--- src/logic/exec_group_defines.vh ---
// Operation codes, flag positions and timing counts for the skip/sub/xor execution group
`ifndef EXEC_GROUP_DEFINES_VH
`define EXEC_GROUP_DEFINES_VH

// ==========================================================
// Operation select codes
`define OP_NONE                   5'h00
`define OP_DECREMENT_SKIP         5'h01
`define OP_DECREMENT_TO_ACC_SKIP  5'h02
`define OP_SET_BYTE               5'h03
`define OP_SET_BIT                5'h04
`define OP_INCREMENT_SKIP_ON_WRAP 5'h05
`define OP_INCREMENT_TO_ACC_SKIP  5'h06
`define OP_BIT_SET_SKIP           5'h07
`define OP_MINUS_ACC              5'h08
`define OP_MINUS_STORE_MEM        5'h09
`define OP_MINUS_IMM              5'h0a
`define OP_NIBBLE_EXCHANGE        5'h0b
`define OP_NIBBLE_EXCHANGE_TO_ACC 5'h0c
`define OP_MEM_NIL_SKIP           5'h0d
`define OP_COPY_TO_ACC_NIL_SKIP   5'h0e
`define OP_BIT_CLEAR_SKIP         5'h0f
`define OP_ROM_FETCH_CURRENT_PAGE 5'h10
`define OP_ROM_FETCH_FINAL_PAGE   5'h11
`define OP_EXCLUSIVE_OR_ACC       5'h12
`define OP_EXCLUSIVE_OR_INTO_MEM  5'h13
`define OP_EXCLUSIVE_OR_IMM       5'h14

// ==========================================================
// Flag bit positions in the flag vector
`define FLAG_CARRY     0
`define FLAG_AUX_CARRY 1
`define FLAG_ZERO      2
`define FLAG_OVERFLOW  3
`define FLAG_POWER_DN  4
`define FLAG_TIME_OUT  5

// ==========================================================
// Reset values and timing
`define ACC_RESET      8'h00
`define FLAGS_RESET    6'h00
`define UPPER_RESET    8'h00
`define ALL_ONES_BYTE  8'hff
`define CYCLES_NORMAL  2'h1
`define CYCLES_SKIP    2'h2

`endif

--- src/logic/sub_adder8.v ---
// Eight-bit adder with carry, half carry and overflow outputs
`timescale 1ns/1ps
`default_nettype none

module sub_adder8 (
  input  wire [7:0] a_in,
  input  wire [7:0] b_in,
  input  wire       carry_in,
  output wire [7:0] sum_out,
  output wire       carry_out,
  output wire       aux_carry_out,
  output wire       overflow_out
);
  // ==========================================================
  // Low nibble first so the half carry is explicit
  wire [4:0] low;
  wire [4:0] high;

  assign low           = {1'b0, a_in[3:0]} + {1'b0, b_in[3:0]} + {4'h0, carry_in};
  assign high          = {1'b0, a_in[7:4]} + {1'b0, b_in[7:4]} + {4'h0, low[4]};
  assign sum_out       = {high[3:0], low[3:0]};
  assign carry_out     = high[4];
  assign aux_carry_out = low[4];
  // Signed overflow: equal operand signs, different result sign
  assign overflow_out  = (a_in[7] == b_in[7]) && (high[3] != a_in[7]);
endmodule // sub_adder8

`default_nettype wire

--- src/logic/exec_skip_sub_xor.v ---
// Execution unit for the skip, set, subtract, nibble-exchange, table-read and XOR group
`timescale 1ns/1ps
`default_nettype none
`include "exec_group_defines.vh"

module exec_skip_sub_xor #(
  parameter ROM_ADDR_WIDTH = 15,
  parameter PAGE_BITS      = 7
) (
  input  wire                      clock_in,
  input  wire                      rst_in,
  input  wire                      exec_valid_in,
  input  wire [4:0]                op_select_in,
  input  wire [7:0]                mem_data_in,
  input  wire [2:0]                bit_select_in,
  input  wire [7:0]                literal_in,
  input  wire [7:0]                rom_read_pointer_in,
  input  wire [ROM_ADDR_WIDTH-1:0] program_counter_in,
  input  wire [15:0]               rom_word_in,
  input  wire                      flag_time_out_in,
  input  wire                      flag_power_down_in,
  output reg  [7:0]                acc_out,
  output reg  [5:0]                flags_out,
  output reg  [7:0]                mem_wdata_out,
  output reg                       mem_write_out,
  output reg  [7:0]                rom_upper_byte_latch_out,
  output wire [ROM_ADDR_WIDTH-1:0] rom_addr_out,
  output reg                       rom_read_out,
  output reg                       discard_prefetch_out,
  output wire                      busy_out,
  output reg  [1:0]                cycles_out
);
  // ==========================================================
  // Table-read addressing
  wire                 table_final;
  wire [PAGE_BITS-1:0] page_cur;

  assign table_final = (op_select_in == `OP_ROM_FETCH_FINAL_PAGE);
  // Page field is the PC bits above the pointer byte; ROM_ADDR_WIDTH is PAGE_BITS plus 8
  assign page_cur    = program_counter_in[ROM_ADDR_WIDTH-1:ROM_ADDR_WIDTH-PAGE_BITS];
  // The pointer picks the word within the page; page comes from PC or is forced to all ones
  assign rom_addr_out = table_final ? {{PAGE_BITS{1'b1}}, rom_read_pointer_in}
                                    : {page_cur, rom_read_pointer_in};

  // ==========================================================
  // Shared subtract path: a + ~b + 1
  wire [7:0] sub_operand;
  wire [7:0] sub_sum;
  wire       sub_carry;
  wire       sub_aux;
  wire       sub_ovf;

  assign sub_operand = (op_select_in == `OP_MINUS_IMM) ? literal_in : mem_data_in;

  sub_adder8 subtractor (
    .a_in          (acc_out),
    .b_in          (~sub_operand),
    .carry_in      (1'b1),
    .sum_out       (sub_sum),
    .carry_out     (sub_carry),
    .aux_carry_out (sub_aux),
    .overflow_out  (sub_ovf)
  );

  // ==========================================================
  // Operand helpers
  wire [7:0] mem_dec;
  wire [7:0] mem_inc;
  wire [7:0] mem_swapped;
  wire [7:0] xor_mem;
  wire [7:0] xor_imm;
  wire [7:0] bit_mask;
  wire       sel_bit;

  assign mem_dec     = mem_data_in - 8'h01;
  assign mem_inc     = mem_data_in + 8'h01;
  assign mem_swapped = {mem_data_in[3:0], mem_data_in[7:4]};
  assign xor_mem     = acc_out ^ mem_data_in;
  assign xor_imm     = acc_out ^ literal_in;
  assign bit_mask    = 8'h01 << bit_select_in;
  assign sel_bit     = mem_data_in[bit_select_in];

  // ==========================================================
  // Per-operation results
  reg [7:0] next_acc;
  reg [5:0] next_flags;
  reg [7:0] next_mem;
  reg       next_mem_write;
  reg       next_upper_write;
  reg       next_skip;
  reg       next_rom_read;

  always @* begin
    next_acc         = acc_out;
    next_flags       = {flag_time_out_in, flag_power_down_in, flags_out[3:0]};
    next_mem         = mem_data_in;
    next_mem_write   = 1'b0;
    next_upper_write = 1'b0;
    next_skip        = 1'b0;
    next_rom_read    = 1'b0;
    case (op_select_in)
      `OP_DECREMENT_SKIP: begin
        next_mem       = mem_dec;
        next_mem_write = 1'b1;
        next_skip      = (mem_dec == 8'h00);
      end
      `OP_DECREMENT_TO_ACC_SKIP: begin
        next_acc  = mem_dec;
        next_skip = (mem_dec == 8'h00);
      end
      `OP_SET_BYTE: begin
        next_mem       = `ALL_ONES_BYTE;
        next_mem_write = 1'b1;
      end
      `OP_SET_BIT: begin
        next_mem       = mem_data_in | bit_mask;
        next_mem_write = 1'b1;
      end
      `OP_INCREMENT_SKIP_ON_WRAP: begin
        next_mem       = mem_inc;
        next_mem_write = 1'b1;
        next_skip      = (mem_inc == 8'h00);
      end
      `OP_INCREMENT_TO_ACC_SKIP: begin
        next_acc  = mem_inc;
        next_skip = (mem_inc == 8'h00);
      end
      `OP_BIT_SET_SKIP: begin
        next_skip = sel_bit;
      end
      `OP_MINUS_ACC, `OP_MINUS_IMM: begin
        next_acc = sub_sum;
        next_flags[`FLAG_OVERFLOW]  = sub_ovf;
        next_flags[`FLAG_ZERO]      = (sub_sum == 8'h00);
        next_flags[`FLAG_AUX_CARRY] = sub_aux;
        next_flags[`FLAG_CARRY]     = sub_carry;
      end
      `OP_MINUS_STORE_MEM: begin
        next_mem       = sub_sum;
        next_mem_write = 1'b1;
        next_flags[`FLAG_OVERFLOW]  = sub_ovf;
        next_flags[`FLAG_ZERO]      = (sub_sum == 8'h00);
        next_flags[`FLAG_AUX_CARRY] = sub_aux;
        next_flags[`FLAG_CARRY]     = sub_carry;
      end
      `OP_NIBBLE_EXCHANGE: begin
        next_mem       = mem_swapped;
        next_mem_write = 1'b1;
      end
      `OP_NIBBLE_EXCHANGE_TO_ACC: begin
        next_acc = mem_swapped;
      end
      `OP_MEM_NIL_SKIP: begin
        next_skip = (mem_data_in == 8'h00);
      end
      `OP_COPY_TO_ACC_NIL_SKIP: begin
        next_acc  = mem_data_in;
        next_skip = (mem_data_in == 8'h00);
      end
      `OP_BIT_CLEAR_SKIP: begin
        next_skip = ~sel_bit;
      end
      `OP_ROM_FETCH_CURRENT_PAGE, `OP_ROM_FETCH_FINAL_PAGE: begin
        next_mem         = rom_word_in[7:0];
        next_mem_write   = 1'b1;
        next_upper_write = 1'b1;
        next_rom_read    = 1'b1;
      end
      `OP_EXCLUSIVE_OR_ACC: begin
        next_acc = xor_mem;
        next_flags[`FLAG_ZERO] = (xor_mem == 8'h00);
      end
      `OP_EXCLUSIVE_OR_INTO_MEM: begin
        next_mem       = xor_mem;
        next_mem_write = 1'b1;
        next_flags[`FLAG_ZERO] = (xor_mem == 8'h00);
      end
      `OP_EXCLUSIVE_OR_IMM: begin
        next_acc = xor_imm;
        next_flags[`FLAG_ZERO] = (xor_imm == 8'h00);
      end
      default: begin
        next_acc = acc_out;
      end
    endcase
  end

  // ==========================================================
  // Dummy cycle after a taken skip
  reg dummy;
  wire accept;

  // A request during the dummy cycle is refused, not stored; it is taken only if exec_valid_in stays high into the next cycle
  assign busy_out = dummy;
  assign accept   = exec_valid_in & ~dummy;

  always @(posedge clock_in or posedge rst_in) begin
    if (rst_in) begin
      acc_out                  <= `ACC_RESET;
      flags_out                <= `FLAGS_RESET;
      mem_wdata_out            <= 8'h00;
      mem_write_out            <= 1'b0;
      rom_upper_byte_latch_out <= `UPPER_RESET;
      rom_read_out             <= 1'b0;
      discard_prefetch_out     <= 1'b0;
      dummy                    <= 1'b0;
      cycles_out               <= 2'h0;
    end else begin
      flags_out[`FLAG_TIME_OUT] <= flag_time_out_in;
      flags_out[`FLAG_POWER_DN] <= flag_power_down_in;
      mem_write_out        <= 1'b0;
      rom_read_out         <= 1'b0;
      discard_prefetch_out <= 1'b0;
      dummy                <= 1'b0;
      if (accept) begin
        acc_out         <= next_acc;
        flags_out[3:0]  <= next_flags[3:0];
        mem_wdata_out   <= next_mem;
        mem_write_out   <= next_mem_write;
        rom_read_out    <= next_rom_read;
        if (next_upper_write) begin
          rom_upper_byte_latch_out <= rom_word_in[15:8];
        end
        discard_prefetch_out <= next_skip;
        dummy                <= next_skip;
        cycles_out <= next_skip ? `CYCLES_SKIP : `CYCLES_NORMAL;
      end
    end
  end
endmodule // exec_skip_sub_xor

`default_nettype wire

--- config.mk ---
export PLATFORM = sky130hd
export DESIGN_NAME = exec_skip_sub_xor
export DESIGN_NICKNAME = d
export VERILOG_FILES = /design/src/logic/sub_adder8.v /design/src/logic/exec_skip_sub_xor.v
export VERILOG_INCLUDE_DIRS = /design/src /design/src/logic
export SDC_FILE = /design/constraint.sdc
export NUM_CORES = 1
export LEC_CHECK = 0
export BUFFER_PORTS_ARGS = -buffer_cell sky130_fd_sc_hd__buf_4
export CORE_MARGIN = 2
export CORE_UTILIZATION = 37
export DETAILED_ROUTE_END_ITERATION = 10
export PLACE_DENSITY = 0.59
export RECOVER_POWER = 50
export SYNTH_ARGS = -nofsm -noshare
export SYNTH_HDL_FRONTEND = slang
export SYNTH_SLANG_ARGS = --single-unit
--- constraint.sdc ---
create_clock -name clock_in -period 5.4 [get_ports clock_in]
set_input_delay 1.35 -clock clock_in [delete_from_list [all_inputs] [get_ports clock_in]]
set_output_delay 1.35 -clock clock_in [all_outputs]
set_load 0.03 [all_outputs]
==> results.py <==
metrics = {
    "synth": {
        "seq_area_frac_synth_pct": 22.4,
        "synth_area_leader_cell": "dfrtp_1",
        "syn_avg_cell_area_um2": 8.08,
        "yosysMostFrequentCell": "nand2_1",
        "synthesis.nets": 565,
        "synth_warnings": 0,
        "synth_top_area_share_pct": 22.4,
        "syn_inst": 483,
        "ys_top_cells_by_area": "dfrtp_1 (22%), xor2_1 (4.7%), nand2_1 (4.1%), ha_1 (3.5%), a21oi_1 (3.1%)",
        "synth_edf_count": 0,
        "synthDistinctLibCells": 70,
        "synthTopCellsByCount": "nand2_1 (43), dfrtp_1 (35), clkbuf_1 (27)",
        "async_flop_share_pct": 100,
        "ys.flop_type": "dfrtp_1",
        "ys_seq_elements": 35,
        "synth_area_um2": 3900,
    },
    "critical_path": {
        "crit_path_end_kind": "register",
        "r2r_start": "acc_out[0]",
        "path_max_fanout": 6,
        "crit_path_start": "op_select_in[2]",
        "cp.required_ps": 5580,
        "worst_ep_arrival_time_ps": 4880,
        "cp-start-kind": "input port",
        "critical_path_class": "input port to register",
    },
    "cells_and_area": {
        "nets": 628,
        "antenna_cells": 0,
        "synthToLayoutAreaGrowth_pct": 19.2,
        "fillers": 1079,
        "final_cell_count_no_fill": 683,
        "multi_input_area_um2": 2740,
        "fin_util_pct": 45.3,
        "drive_above_1_share_pct": 19.6,
        "seq_area_um2": 876,
    },
    "sta": {
        "rsz0062_at_grt": "false",
        "period_needed_ps": 4700,
        "setup_viol": 0,
        "finalMaxSlewViolations": 36,
        "skew_ps": 9.14,
        "finalCritPeriodShare_pct": 87.1,
        "slew_headroom_pct": -32.4,
        "hold_slack_ps": 483,
        "tightest_slew_ps": 1990,
        "hold_violations": 0,
        "setup_tns_ps": 0,
        "fmax_ghz": 0.213,
    },
    "min_path": {
        "worstHoldStart": "flags_out[3]",
        "hold_path_class": "register to register",
    },
    "global_route": {
        "grt.total_usage_pct": 25.4,
        "grt_max_degree": 36,
        "grt_pass1_vias": 4117,
        "overflow": 0,
        "antenna_found_initial": 0,
        "grt_pass1_wl_um": 22600,
    },
    "die": {
        "core.rowCount": 37,
        "core_area_um2": 10300,
        "die_h_um": 107,
        "chipWidth_um": 107,
        "ios": 119,
        "die_area_um2": 11400,
        "start_util_pct": 38.0,
    },
    "outcome": {
        "violations": "max-capacitance violations, max-slew violations",
        "status": "finished, violations left",
    },
    "route": {
        "wl_um": 14400,
        "drtIter0Drc": 393,
        "post_drt_via_cell_ratio": 6.17,
        "vias": 4215,
        "routedWlPerCell_um": 21.0,
        "postRouteAntennaNets": 0,
        "drt-pass1-iter-count": 7,
        "drc_errors": 0,
    },
    "power": {
        "power_switching_uw": 594,
        "swShare_pct": 46.3,
        "p_int_uw": 690,
        "leakage_uw": 0.00192,
        "power_frac_seq_pct": 30.6,
        "powerDensity_nw_per_um2": 276,
        "pwr-share-clk_pct": 19.4,
        "p_comb_share_pct": 50.0,
        "irDropWorstVdd_v": 0.000114,
    },
    "cts": {
        "cts-resized-gates": 0,
        "cts_root_buffer": "clkbuf_8",
        "clock-sinks": 35,
        "cts_buffers": 5,
        "cts_setup_buffers": 0,
        "cts_tree": "built",
        "clkTransAtPathRegs_ps": 80,
        "cts-hold-fix-buffers": 0,
        "cts_buffer_depth": 2,
        "cts_max_level": 2,
        "clock_latency_ps": 310,
    },
    "placed_design": {
        "port_buffers": 94,
        "dp_hpwl_um": 10500,
        "place_congestion": 0.933,
        "placedCellCount": 675,
    },
    "run": {
        "drv_cap": 1,
    },
}
metal layers:
metal  GRT usage [%]  vias to the layer above  routed length (µm)
met5               0                        -                   0
met4            10.8                        0                 503
met3            4.50                       38                1130
met2            39.7                      236                6520
met1            34.4                     2006                6220
li1                -                     1935                   -
worst paths after layout:
check                                              endpoint  slack [ps]  cells after the start
worst max-delay path                       mem_wdata_out[6]         700                     16
worst min-delay path                           flags_out[3]         480                      2
worst max register to register             mem_wdata_out[6]        1820                     13
worst min register to register                 flags_out[3]         480                      2
max in group asynchronous       rom_upper_byte_latch_out[7]        2510                      3
min in group asynchronous                      flags_out[1]        1760                      3
cell usage in the layout (no fill, tap or decap), drive strengths merged, types with 12 or more instances in the layout:
cell / count
a21oi: 24
buf: 79
clkbuf: 32
dfrtp: 35
inv: 15
mux2: 13
nand2: 43
nand2b: 19
nand3: 16
nor2: 20
nor3: 15
o21ai: 26
xnor2: 12
xor2: 21
critical path: stages:
cell and delay, ps:
buf_4 120, nor3b_2 220, nand2_1 180, buf_4 220
mux2_2 250, fa_1 210, nor2b_1 50, o21ai_0 190
nand2b_1 120, fa_1 420, fa_1 430, xor2_1 250
a32oi_1 200, nand3_1 90, a2111oi_0 470, nor3_1 110
power groups by stage:
stage	Clock (µW)	Sequential (µW)	Combinational (µW)
finish	249	393	642
floorplan	0	459	360
global route	262	401	687
global placement	0	396	655
CTS	253	393	664
detailed placement	0	398	659
cells by family after synthesis:
kind of cell | Yosys count | synth area share (%)
simple gates | 168 | 24.2
compound gates | 147 | 27.2
buf+inv | 65 | 7.69
flops | 35 | 22.4
xor+xnor | 33 | 7.59
mux | 20 | 5.54
fa+ha+maj | 15 | 5.32
stage by stage:
step           area, µm²  setup WS [ps]  total power (µW)
2_1_floorplan       3910            531               819
3_3_place_gp        4630            509              1050
3_5_place_dp        4630            474              1060
4_1_cts             4750            737              1310
5_1_grt             4660            438              1350
6_report            4660            697              1280
state kept, by name, indices dropped and copies added, names as in the netlist:
signal and cells:
flags_out 6, rom_upper_byte_latch_out 8, cycles_out 2, acc_out 8, rom_read_out 1, mem_wdata_out 8, mem_write_out 1, busy_out 1
layout make-up:
| type | instances | share of cell area, % |
|---|---|---|
| tap | 136 | 3.65 |
| timing repair buffer | 106 | 15.2 |
| clock buffer | 5 | 1.48 |
| inverter | 15 | 1.21 |
| sequential | 35 | 18.8 |
| multi-input combinational | 383 | 58.7 |
| clock inverter | 3 | 0.941 |
No activity file was read; power rests on OpenSTA's default activity.
